==> config.mk <==
export PLATFORM = sky130hd
export DESIGN_NAME = asrp_port
export DESIGN_NICKNAME = d
export VERILOG_FILES = /design/src/asrp_pkg.sv /design/src/asrp_port.sv
export SDC_FILE = /design/constraint.sdc
export NUM_CORES = 1
export LEC_CHECK = 0
export BUFFER_PORTS_ARGS = -buffer_cell sky130_fd_sc_hd__buf_2
export CAP_MARGIN = 20
export CORE_MARGIN = 5
export CORE_UTILIZATION = 51
export DETAILED_ROUTE_END_ITERATION = 8
export PLACE_DENSITY_LB_ADDON = 0.08
export SLEW_MARGIN = 25
export SYNTH_ARGS = -nofsm -noshare
export SYNTH_HDL_FRONTEND = slang
export SYNTH_SLANG_ARGS = --single-unit
export TNS_END_PERCENT = 10
==> constraint.sdc <==
create_clock -name clk_sys -period 8.55 [get_ports clk_sys]
set_clock_uncertainty 0.15 [all_clocks]
set_input_delay 0.4275 -clock clk_sys [delete_from_list [all_inputs] [get_ports clk_sys]]
set_output_delay 0.4275 -clock clk_sys [all_outputs]
set_load 0.005 [all_outputs]
==> src/asrp_pkg.sv <==
// Package for the serial register port of a dual measurement converter.
// Assumes a single system clock domain; serial pins are sampled.
package asrp_pkg;

  // ==========================================================
  // Register selection and widths
  localparam int ASRP_ADDR_W = 4;
  localparam logic [3:0] ASRP_REG_COMM = 4'h0;
  localparam logic [3:0] ASRP_REG_STATUS = 4'h0;
  localparam logic [3:0] ASRP_REG_MODE = 4'h1;
  localparam logic [3:0] ASRP_REG_MAIN_CTL = 4'h2;
  localparam logic [3:0] ASRP_REG_AUX_CTL = 4'h3;
  localparam logic [3:0] ASRP_REG_MAIN_DATA = 4'h4;
  localparam logic [3:0] ASRP_REG_AUX_DATA = 4'h5;
  localparam int ASRP_NUM_REGS = 16;
  localparam int ASRP_MAX_W = 24;
  localparam logic [4:0] ASRP_MAIN_DATA_W = 5'h18;
  localparam logic [4:0] ASRP_AUX_DATA_W = 5'h10;
  localparam logic [4:0] ASRP_BYTE_W = 5'h08;

  // ==========================================================
  // Communications word fields
  localparam int ASRP_COMM_RW_BIT = 6;
  localparam int ASRP_COMM_ADDR_LSB = 0;
  localparam int ASRP_STAT_MAIN_RDY_BIT = 7;
  localparam int ASRP_STAT_AUX_RDY_BIT = 6;
  localparam logic [7:0] ASRP_REG_RESET_VAL = 8'h00;

  // ==========================================================
  // Interface reset and timing
  localparam logic [5:0] ASRP_ONES_RESET = 6'h20;

  typedef enum logic [1:0] {
    ASRP_ST_COMM = 2'b00,
    ASRP_ST_WRITE = 2'b01,
    ASRP_ST_READ = 2'b10
  } asrp_state_e;

  // Result word offered by a converter
  typedef struct packed {
    logic main_valid;
    logic aux_valid;
    logic [23:0] main_word;
    logic [15:0] aux_word;
  } asrp_result_s;

endpackage

==> src/asrp_port.sv <==
// Serial register port: comm-register gated access, ready strobe, resets.
// Assumes serial pins asynchronous to clk_sys, with sclk much slower.
//
// Overview of operation
// Host begins every transaction by writing the communications register.
// After reset the next transfer is a communications register write.
// Communications word selects read or write and target register.
// Register write: communications write then write transfer.
// Register read: communications write then read transfer.
// Data in on serial input, out on serial output, timed by sclk.
// Falling sclk edge is the active shifting edge.
// Data-ready goes low when either converter has a new result.
// Data-ready returns high after both results are read.
// Data-ready rises before the output register is updated; the port raises rdy_n on the same clk_sys edge as the update.
// Same result may be read again while data-ready is high.
// Low chip select enables device; held low gives three-wire mode.
// Status register exposes main and aux ready flags.
// Chip select falling edge presents the output MSB.
// Host may keep sclk running between frames.
// Microcontroller hosts should idle sclk high.
// Reset input resets the serial interface.
// 32 consecutive ones on serial input reset the interface.
// After ones reset, await comm write; registers take power-on values.
// Shared-line hosts recover by 24-clock read then 32 ones.
// Reset pin returns the whole converter to power-on state.
// Words shift MSB first, length set by selected register.
// Serial output released while chip select is high.
`timescale 1ns/1ps
`default_nettype none
module asrp_port #(
  parameter int SYNC_STAGES = 3
) (
  input wire logic clk_sys,
  input wire logic reset_n,
  input wire logic clk_en,
  input wire logic cs_n,
  input wire logic sclk,
  input wire logic sdi,
  output logic sdo,
  output logic sdo_oe_n,
  output logic rdy_n,
  input wire asrp_pkg::asrp_result_s result_in,
  output logic result_ready,
  output logic [7:0] mode_ctl,
  output logic [7:0] main_ctl,
  output logic [7:0] aux_ctl
);
  import asrp_pkg::*;

  // ==========================================================
  // Reset release and pin sampling
  logic [1:0] rst_sync;
  logic rst_n;
  always_ff @(posedge clk_sys or negedge reset_n) begin
    if (!reset_n) begin
      rst_sync <= 2'b00;
    end else begin
      rst_sync <= {rst_sync[0], 1'b1};
    end
  end
  assign rst_n = rst_sync[1];

  logic [2:0] cs_sync;
  logic [2:0] sclk_sync;
  logic [2:0] sdi_sync;
  logic cs_q;
  logic sclk_q;
  logic sdi_q;
  always_ff @(posedge clk_sys or negedge rst_n) begin
    if (!rst_n) begin
      cs_sync <= 3'h7;
      sclk_sync <= 3'h7;
      sdi_sync <= 3'h0;
      cs_q <= 1'b1;
      sclk_q <= 1'b1;
      sdi_q <= 1'b0;
    end else if (clk_en) begin
      cs_sync <= {cs_sync[1:0], cs_n};
      sclk_sync <= {sclk_sync[1:0], sclk};
      sdi_sync <= {sdi_sync[1:0], sdi};
      if (cs_sync[1] == cs_sync[2]) cs_q <= cs_sync[2];
      if (sclk_sync[1] == sclk_sync[2]) sclk_q <= sclk_sync[2];
      if (sdi_sync[1] == sdi_sync[2]) sdi_q <= sdi_sync[2];
    end
  end

  logic cs_prev;
  logic sclk_prev;
  always_ff @(posedge clk_sys or negedge rst_n) begin
    if (!rst_n) begin
      cs_prev <= 1'b1;
      sclk_prev <= 1'b1;
    end else if (clk_en) begin
      cs_prev <= cs_q;
      sclk_prev <= sclk_q;
    end
  end

  logic selected;
  logic sclk_fall;
  logic sclk_rise;
  logic cs_fall;
  assign selected = !cs_q;
  assign sclk_fall = sclk_prev && !sclk_q && selected;
  assign sclk_rise = !sclk_prev && sclk_q && selected;
  assign cs_fall = cs_prev && !cs_q;

  // ==========================================================
  // Result buffer: two entries, drained into the output registers
  asrp_result_s buf_mem [2];
  logic buf_wr;
  logic buf_rd;
  logic [1:0] buf_cnt;
  logic buf_wptr;
  logic buf_rptr;
  logic buf_valid;
  logic buf_ready;
  assign buf_valid = buf_cnt != 2'd0;
  assign buf_ready = buf_cnt != 2'd2;
  assign buf_wr = (result_in.main_valid || result_in.aux_valid) && buf_ready;

  always_ff @(posedge clk_sys or negedge rst_n) begin
    if (!rst_n) begin
      result_ready <= 1'b0;
    end else if (clk_en) begin
      result_ready <= buf_cnt == 2'd0 || (buf_cnt == 2'd1 && !buf_wr);
    end
  end

  always_ff @(posedge clk_sys or negedge rst_n) begin
    if (!rst_n) begin
      buf_cnt <= 2'd0;
      buf_wptr <= 1'b0;
      buf_rptr <= 1'b0;
    end else if (clk_en) begin
      if (buf_wr) buf_wptr <= !buf_wptr;
      if (buf_rd) buf_rptr <= !buf_rptr;
      buf_cnt <= buf_cnt + {1'b0, buf_wr} - {1'b0, buf_rd};
    end
  end

  always_ff @(posedge clk_sys) begin
    if (clk_en && buf_wr) buf_mem[buf_wptr] <= result_in;
  end

  // ==========================================================
  // Serial engine
  asrp_state_e state;
  logic [23:0] shift_in;
  logic [23:0] shift_out;
  logic [4:0] bit_cnt;
  logic [4:0] word_len;
  logic [3:0] target;
  logic [5:0] ones_cnt;
  logic ones_reset;
  logic reading_data;
  logic main_rdy;
  logic aux_rdy;
  logic [23:0] main_out;
  logic [15:0] aux_out;
  logic [7:0] next_comm;
  logic last_bit;

  assign next_comm = {shift_in[6:0], sdi_q};
  assign last_bit = bit_cnt == word_len - 5'd1;
  assign ones_reset = sclk_rise && sdi_q && ones_cnt == ASRP_ONES_RESET - 6'd1;

  always_ff @(posedge clk_sys or negedge rst_n) begin
    if (!rst_n) begin
      ones_cnt <= 6'd0;
    end else if (clk_en && sclk_rise) begin
      if (!sdi_q) ones_cnt <= 6'd0;
      else if (ones_cnt != ASRP_ONES_RESET - 6'd1) ones_cnt <= ones_cnt + 6'd1;
      else ones_cnt <= 6'd0;
    end
  end

  function automatic logic [4:0] asrp_len(input logic [3:0] addr);
    case (addr)
      ASRP_REG_MAIN_DATA: asrp_len = ASRP_MAIN_DATA_W;
      ASRP_REG_AUX_DATA: asrp_len = ASRP_AUX_DATA_W;
      default: asrp_len = ASRP_BYTE_W;
    endcase
  endfunction

  logic [23:0] read_word;
  always_comb begin
    case (target)
      ASRP_REG_STATUS: read_word = {main_rdy, aux_rdy, 6'h00, 16'h0000};
      ASRP_REG_MODE: read_word = {mode_ctl, 16'h0000};
      ASRP_REG_MAIN_CTL: read_word = {main_ctl, 16'h0000};
      ASRP_REG_AUX_CTL: read_word = {aux_ctl, 16'h0000};
      ASRP_REG_MAIN_DATA: read_word = main_out;
      ASRP_REG_AUX_DATA: read_word = {aux_out, 8'h00};
      default: read_word = 24'h000000;
    endcase
  end

  always_ff @(posedge clk_sys or negedge rst_n) begin
    if (!rst_n) begin
      state <= ASRP_ST_COMM;
      bit_cnt <= 5'd0;
      word_len <= ASRP_BYTE_W;
      target <= 4'h0;
      shift_in <= 24'h000000;
      shift_out <= 24'h000000;
      reading_data <= 1'b0;
      mode_ctl <= ASRP_REG_RESET_VAL;
      main_ctl <= ASRP_REG_RESET_VAL;
      aux_ctl <= ASRP_REG_RESET_VAL;
    end else if (clk_en) begin
      reading_data <= 1'b0;
      if (ones_reset) begin
        state <= ASRP_ST_COMM;
        bit_cnt <= 5'd0;
        word_len <= ASRP_BYTE_W;
        mode_ctl <= ASRP_REG_RESET_VAL;
        main_ctl <= ASRP_REG_RESET_VAL;
        aux_ctl <= ASRP_REG_RESET_VAL;
      end else if (cs_fall && state == ASRP_ST_READ) begin
        shift_out <= read_word;
      end else if (sclk_rise && state != ASRP_ST_READ) begin
        shift_in <= {shift_in[22:0], sdi_q};
        bit_cnt <= last_bit ? 5'd0 : bit_cnt + 5'd1;
        if (last_bit) begin
          case (state)
            ASRP_ST_COMM: begin
              target <= next_comm[ASRP_COMM_ADDR_LSB +: ASRP_ADDR_W];
              word_len <= asrp_len(next_comm[3:0]);
              if (next_comm[ASRP_COMM_RW_BIT]) begin
                state <= ASRP_ST_READ;
                shift_out <= 24'h000000;
              end else if (next_comm[3:0] != ASRP_REG_COMM) begin
                state <= ASRP_ST_WRITE;
              end
            end
            ASRP_ST_WRITE: begin
              state <= ASRP_ST_COMM;
              word_len <= ASRP_BYTE_W;
              case (target)
                ASRP_REG_MODE: mode_ctl <= next_comm;
                ASRP_REG_MAIN_CTL: main_ctl <= next_comm;
                ASRP_REG_AUX_CTL: aux_ctl <= next_comm;
                default: ;
              endcase
            end
            default: state <= ASRP_ST_COMM;
          endcase
        end
      end else if (state == ASRP_ST_READ && sclk_fall) begin
        // First falling edge presents the MSB, later ones shift it on
        if (bit_cnt == 5'd0) begin
          shift_out <= read_word;
        end else begin
          shift_out <= {shift_out[22:0], 1'b0};
        end
      end else if (state == ASRP_ST_READ && sclk_rise) begin
        // Bits are counted on the host's sampling edge so the closing
        // rising edge is not taken as the first bit of the next command
        bit_cnt <= last_bit ? 5'd0 : bit_cnt + 5'd1;
        if (last_bit) begin
          state <= ASRP_ST_COMM;
          word_len <= ASRP_BYTE_W;
          reading_data <= target == ASRP_REG_MAIN_DATA ||
            target == ASRP_REG_AUX_DATA;
        end
      end
    end
  end

  // ==========================================================
  // Serial output and release
  always_ff @(posedge clk_sys or negedge rst_n) begin
    if (!rst_n) begin
      sdo <= 1'b0;
      sdo_oe_n <= 1'b1;
    end else if (clk_en) begin
      sdo_oe_n <= !(selected && state == ASRP_ST_READ);
      if (state == ASRP_ST_READ && bit_cnt == 5'd0) sdo <= read_word[23];
      else sdo <= shift_out[23];
    end
  end

  // ==========================================================
  // Result registers and data-ready
  logic read_main;
  logic read_aux;
  logic busy;
  assign busy = state == ASRP_ST_READ && bit_cnt != 5'd0;
  assign buf_rd = buf_valid && !busy && !reading_data;

  always_ff @(posedge clk_sys or negedge rst_n) begin
    if (!rst_n) begin
      main_out <= 24'h000000;
      aux_out <= 16'h0000;
      main_rdy <= 1'b0;
      aux_rdy <= 1'b0;
      read_main <= 1'b0;
      read_aux <= 1'b0;
      rdy_n <= 1'b1;
    end else if (clk_en) begin
      if (ones_reset) begin
        main_rdy <= 1'b0;
        aux_rdy <= 1'b0;
        rdy_n <= 1'b1;
      end else if (buf_rd) begin
        rdy_n <= 1'b1;
        if (buf_mem[buf_rptr].main_valid) begin
          main_out <= buf_mem[buf_rptr].main_word;
          main_rdy <= 1'b1;
          read_main <= 1'b0;
        end
        if (buf_mem[buf_rptr].aux_valid) begin
          aux_out <= buf_mem[buf_rptr].aux_word;
          aux_rdy <= 1'b1;
          read_aux <= 1'b0;
        end
      end else if (reading_data) begin
        if (target == ASRP_REG_MAIN_DATA) read_main <= 1'b1;
        else read_aux <= 1'b1;
        if ((target == ASRP_REG_MAIN_DATA || read_main || !main_rdy) &&
            (target == ASRP_REG_AUX_DATA || read_aux || !aux_rdy)) begin
          rdy_n <= 1'b1;
          main_rdy <= 1'b0;
          aux_rdy <= 1'b0;
        end
      end else if (main_rdy || aux_rdy) begin
        rdy_n <= 1'b0;
      end
    end
  end

endmodule
`default_nettype wire

## Word-level counts from Yosys, hierarchy flattened

Memories as Yosys holds them, arrays and structs flattened.
Cells that the tools add are included.

| word-level totals | value |
|---|---|
| input port bits | 48 |
| memories | 1 |
| bits in writable memories | 84 |
| register bits | 146 |

| cells by class | value |
|---|---|
| muxes and demuxes | 83 |
| add/subtract/negate cells | 5 |
| bitwise logic cells | 2 |
| equality and inequality tests | 33 |
| reduce and logical (&&, ||, !) cells | 81 |

Memory list:

| name | depth | width | read ports | clocked after Yosys merged registers in | wr ports | RTL line | RTL |
|---|---|---|---|---|---|---|---|
| buf_mem | 2 | 42 | 1 | 0 | 1 | asrp_port.sv:110 | `asrp_result_s buf_mem [2];` |

Operator list:

| cell | count |
|---|---|
| 2-to-1 mux 24 bit | 7 |
| 2-to-1 mux 8 bit | 18 |
| case mux 24 bit (6 select lines) | 1 |
| 2-to-1 mux 5 bit | 13 |
| 2-to-1 mux 1 bit | 30 |
| AND reduction 6 bit | 5 |
| AND reduction 4 bit | 6 |
| logical AND 1 bit | 21 |
| 2-to-1 mux 2 bit | 10 |
| case mux 5 bit (2 select lines) | 2 |
| nonzero test 2 bit | 9 |
| == test 4 x 3 -> 1 bit, second input constant | 4 |
| AND reduction 7 bit | 2 |
| 2-to-1 mux 6 bit | 2 |
| inequality test 3 bit, second input constant | 4 |
| nonzero test 3 bit | 4 |
| logical NOT 1 bit | 11 |
| AND reduction 2 bit | 5 |
| AND reduction 5 bit | 2 |
| == test 4 x 2 -> 1 bit, second input constant | 2 |
| logical OR 1 bit | 8 |
| inequality test 2 bit, second input constant | 4 |
| nonzero test 4 bit | 2 |
| adder 6 x 1 -> 6 bit, second input constant | 1 |
| 24 further kinds | 31 |

## Longest topological paths before layout

| depth | value |
|---|---|
| depth in word-level cells | 9 |
| depth in mapped cells | 10 |
| depth with buffers taken out | 10 |

## Worst setup path before layout

Ideal clock, no wire load.

| timing | value |
|---|---|
| path type | input to register |
| from | in clk_en |
| to | mem buf_mem[0][0] in the netlist's numbering, enable pin |
| cell stages on the path | 5 |
| buffers on the path | 3 |
| library setup time | 441 ps |
| path slack | 4,846 ps |
| data arrival time | 3,112 ps |
| path through | clkbuf_1 > clkbuf_1 > clkbuf_1 > nand2_1 > nor2_1 |

| on the way | value |
|---|---|
| longest elaborated chain between the ends | 3 |

Ends and longest elaborated chain:

| what | RTL line | RTL |
|---|---|---|
| start, declared | asrp_port.sv:35 | `input wire logic clk_en,` |
| logical AND 1 bit | asrp_port.sv:143 | `if (clk_en && buf_wr) buf_mem[buf_wptr] <= result_in;` |
| 2-to-1 mux 1 bit | asrp_port.sv:143 |  |
| 2-to-1 mux 1 bit (implied by the code) | asrp_port.sv:143 |  |
| end, declared | asrp_port.sv:110 |  |

No other way between the ends.

## Worst setup path in the final report

| timing | value |
|---|---|
| from | reg sclk_q |
| to | reg shift_out[0] |

| on the way | value |
|---|---|
| longest elaborated chain between the ends | 6 |

Ends and longest elaborated chain:

| what | RTL line | RTL |
|---|---|---|
| start, declared | asrp_port.sv:67 | `logic sclk_q;` |
| start signal, assigned | asrp_port.sv:82 | `if (sclk_sync[1] == sclk_sync[2]) sclk_q <= sclk_sync[2];` |
| logical NOT 1 bit / logical AND 1 bit (equally long branches) | asrp_port.sv:104, asrp_port.sv:105 |  |
| logical AND 1 bit (on tied branches) | asrp_port.sv:104, asrp_port.sv:105 |  |
| logical AND 1 bit (on tied branches) | asrp_port.sv:104, asrp_port.sv:166 |  |
| logical AND 1 bit (on tied branches) | asrp_port.sv:250, asrp_port.sv:166 |  |
| nonzero test 3 bit (no source line) / NOT 1 bit (equally long branches) | n/a |  |
| AND reduction 6 bit (no source line) | n/a |  |
| end signal, assigned | asrp_port.sv:221 | `shift_out <= read_word;` |
| end signal, assigned | asrp_port.sv:253 | `shift_out <= read_word;` |
| end signal, assigned | asrp_port.sv:255 | `shift_out <= {shift_out[22:0], 1'b0};` |
| end, declared | asrp_port.sv:150 | `logic [23:0] shift_out;` |

Several ways; a longest one is shown, not always the timed one.
A chain may end at the register's enable or synchronous reset.

==> results.tsv <==
stage	metric	value	unit
global_routing	overflow	0	
layout	fin_nets	944	
placement	gp_congestion	0.836	
worst_setup_path	rrSetupSlack	5.53	ns
logic_synthesis	synth-main-ff-cell	dfrtp_1	
pwr	vdd_drop_max	177	uV
logic_synthesis	avgSynthCellArea	12.6	um^2
worst_setup_path	cp-start-kind	flop	
logic_synthesis	ys_top_cells_by_area	dfrtp_1 33%, edfxtp_1 26%, mux2i_1 6.8%, mux2_2 3.9%, nand2_1 3.6%	
hold_path	min_path_type	input pin to asynchronous set/reset pin	
layout	regArea	6120	um^2
worst_setup_path	worstPathMaxFanout	24	
placement	post-place-ws	5.57	ns
worst_setup_path	crit_arrival	3.26	ns
floorplanning	rows	50	
drt	vias	6436	
drt	first_pass_iters	5	
pwr	p_leak	0.00500	uW
clock_tree	clock_latency	0.52	ns
sta	tns	0	ns
logic_synthesis	yosysTopAreaCell	dfrtp_1	
drt	drc	0	
clock_tree	clock_sink_count	227	
layout	post-route-cell-area	11700	um^2
clock_tree	ctsHtreeMaxLevel	1	
status	status	completed	
floorplanning	dieHeight	149	um
worst_setup_path	r2r-start	sclk_q	
pwr	pwr_density_cell	265	nW/um^2
sta	maxSlewViolCount	0	
placement	io_buffers	75	
floorplanning	pin_count	76	
logic_synthesis	synthCells	781	
worst_setup_path	cpPeakStageDelay	0.74	ns
worst_setup_path	worstPathRequired	8.79	ns
global_routing	grt_use_total	18.8	%
worst_setup_path	worst_setup_path_end_kind	flop	
layout	syn2layout_area_growth	19.0	%
floorplanning	core_area	18900	um^2
layout	nFillCells	1502	
sta	period_share	35.3	%
sta	maxSlewHeadroom	40.7	%
sta	clock.fmax	331	MHz
worst_setup_path	crit_start	sclk_q	
global_routing	grt_pass1_wl	34100	um
sta	setup_viol	0	
clock_tree	cts_tree	built	
floorplanning	die_area	22200	um^2
layout	final_util	62.1	%
logic_synthesis	yosysUniqueCellTypes	60	
logic_synthesis	synth_top_area_share	33.0	%
placement	post-dp-hpwl	13100	um
sta	fin_hold_ws	0.0886	ns
sta	hold_viol	0	
worst_setup_path	crit_buf_inv	0	
logic_synthesis	netlist_area	9850	um^2
floorplanning	die_w	149	um
worst_setup_path	r2r_end	shift_out[0]	
global_routing	grt_max_degree	74	
sta	grt_setup_unrepaired	false	
clock_tree	clockBufferDepth	3	
drt	initialDrtViolationCount	322	
logic_synthesis	synthArstFlopShare	63.0	%
sta	period_minus_slack	3.02	ns
layout	n_antenna_cell	0	
layout	multi_input_area	3480	um^2
logic_synthesis	synth_edf_count	84	
worst_setup_path	ff2ff_path_depth	4	
drt	finalWirelength	20600	um
worst_setup_path	critPathKind	flop to flop	
clock_tree	root_buffer	clkbuf_16	
logic_synthesis	yosysSeqAreaShare	62.1	%
clock_tree	numCtsBuffers	24	
clock_tree	clkSlewWorstSetupHoldPaths	0.06	ns
job	maxCapViolCount	0	
worst_setup_path	cpLargestDelayFamily	simple AND/OR/NAND/NOR gates	
logic_synthesis	yosys_register_bits	227	
worst_setup_path	slowest_stage	nand3_2	
global_routing	grt_pass1_vias	6714	
drt	vias_per_cell	5.51	
floorplanning	start_util	52.1	%
global_routing	antenna_found_initial	0	
drt	post_drt_wl_per_cell	17.6	um
sta	tightest_slew	0.890	ns
drt	ant_nets	0	
logic_synthesis	synth_warnings	0	
placement	placed_area	10500	um^2
sta	fin_ws	5.53	ns
layout	drive_above_1_share	22.0	%
logic_synthesis	synth_nets	834	
worst_setup_path	cp_cell_sequence	nor3b_1 > nand4_1 > nand3_2 > mux2_2	
[report_power, final]
group          internal, uW  leakage, uW  switching [uW]  total, uW
registers              1360      0.00258             127       1490
clock network           634     0.000393             414       1050
logic                   246      0.00203             328        574
[metrics by stage]
| stage | total power, uW | std cells |
|---|---|---|
| after CTS | 3150 | 1169 |
| final | 3110 | 1169 |
| after global routing | 3280 | 1169 |
| after floorplan | 1910 | 781 |
| after global placement | 2050 | 1078 |
| after detailed placement | 2080 | 1079 |
[worst register-to-register path, cell delays in order (launching register included)]
cell,delay [ns]
dfstp_2,0.56
nor3b_1,0.52
nand4_1,0.51
nand3_2,0.74
mux2_2,0.42
[worst max-delay path by stage]
| stage | depth (start not counted) | endpoint | slack (ns) |
|---|---|---|---|
| 6_report | 4 | shift_out[0] | 5.53 |
| 3_3_place_gp | 5 | shift_out[6] | 5.60 |
| 2_1_floorplan | 0 | aux_ctl[0] | 4.14 |
| 4_1_cts | 4 | shift_out[0] | 5.54 |
| 3_5_place_dp | 5 | shift_out[5] | 5.57 |
| 5_1_grt | 4 | shift_out[1] | 5.32 |
[layer usage]
layer  global-route usage (%)  up-vias  wire length, um
li1                         -     3081                -
met1                     24.9     3191             9120
met2                     32.5      134            10200
met3                     2.95       30              801
met4                     4.90        0              427
met5                        0        -                0
[kinds of logic after synthesis]
logic type,count (synthesis),synth area share [%]
xor+xnor,5,0.444
fa+ha+maj,5,0.635
simple gates,197,10.1
compound gates,166,11.0
flops,227,62.1
mux,116,13.0
other cells,1,0.0381
buf+inv,64,2.73
[synthesized netlist by cell type (4+ instances only)]
cell type / count
nand4b_1: 6
buf_2: 8
nand3_1: 18
dfrtp_1: 130
o221ai_1: 5
nor2b_1: 9
xnor2_1: 4
a31oi_1: 4
clkbuf_1: 34
o211ai_1: 9
dfstp_2: 13
mux2_2: 34
or2_2: 4
a2bb2oi_1: 5
edfxtp_1: 84
a22oi_1: 4
o2bb2ai_1: 21
inv_1: 16
o21ai_0: 59
mux2_4: 15
ha_1: 5
nor2_1: 18
nor4bb_1: 4
nand2b_1: 7
a22o_1: 6
mux2i_1: 67
o21ai_1: 4
nor3_1: 8
and3_1: 4
a21oi_1: 31
or3_1: 8
nand2_1: 94
[registers in the layout (all words and copies together) (netlist names), 3 cells and up]
| signal | count |
|---|---|
| aux_ctl | 8 |
| aux_out | 16 |
| bit_cnt | 5 |
| buf_mem | 84 |
| cs_sync | 3 |
| main_ctl | 8 |
| main_out | 24 |
| mode_ctl | 8 |
| ones_cnt | 6 |
| sclk_sync | 3 |
| sdi_sync | 3 |
| shift_in | 7 |
| shift_out | 24 |
| target | 4 |
[area by class of cell]
type                            instances  share of cell area (%)
Timing Repair Buffer                  132                    7.97
Multi-Input combinational cell        490                    29.7
Clock buffer                           32                    5.63
Clock inverter                         12                    1.24
Tap cell                              260                    2.77
Sequential cell                       227                    52.2
Inverter                               16                   0.512
[what timing repair did]
item / in CTS / in global routing
gates resized for setup: 0 / 0
buffers inserted: 0 / 0
hold buffers: 46 / 0
hold endpoints to repair: 89 / 0
[layout by cell type (no fill, tap or decap), types with 24 or more instances in the layout]
| cell type | instances |
|---|---|
| o21ai_0 | 59 |
| mux2i_1 | 67 |
| nand2_1 | 94 |
| edfxtp_1 | 84 |
| clkbuf_16 | 24 |
| buf_2 | 75 |
| dfrtp_1 | 128 |
| mux2_2 | 34 |
| dlygate4sd3_1 | 46 |
| a21oi_1 | 31 |
No activity file was read; power rests on OpenSTA's default activity.
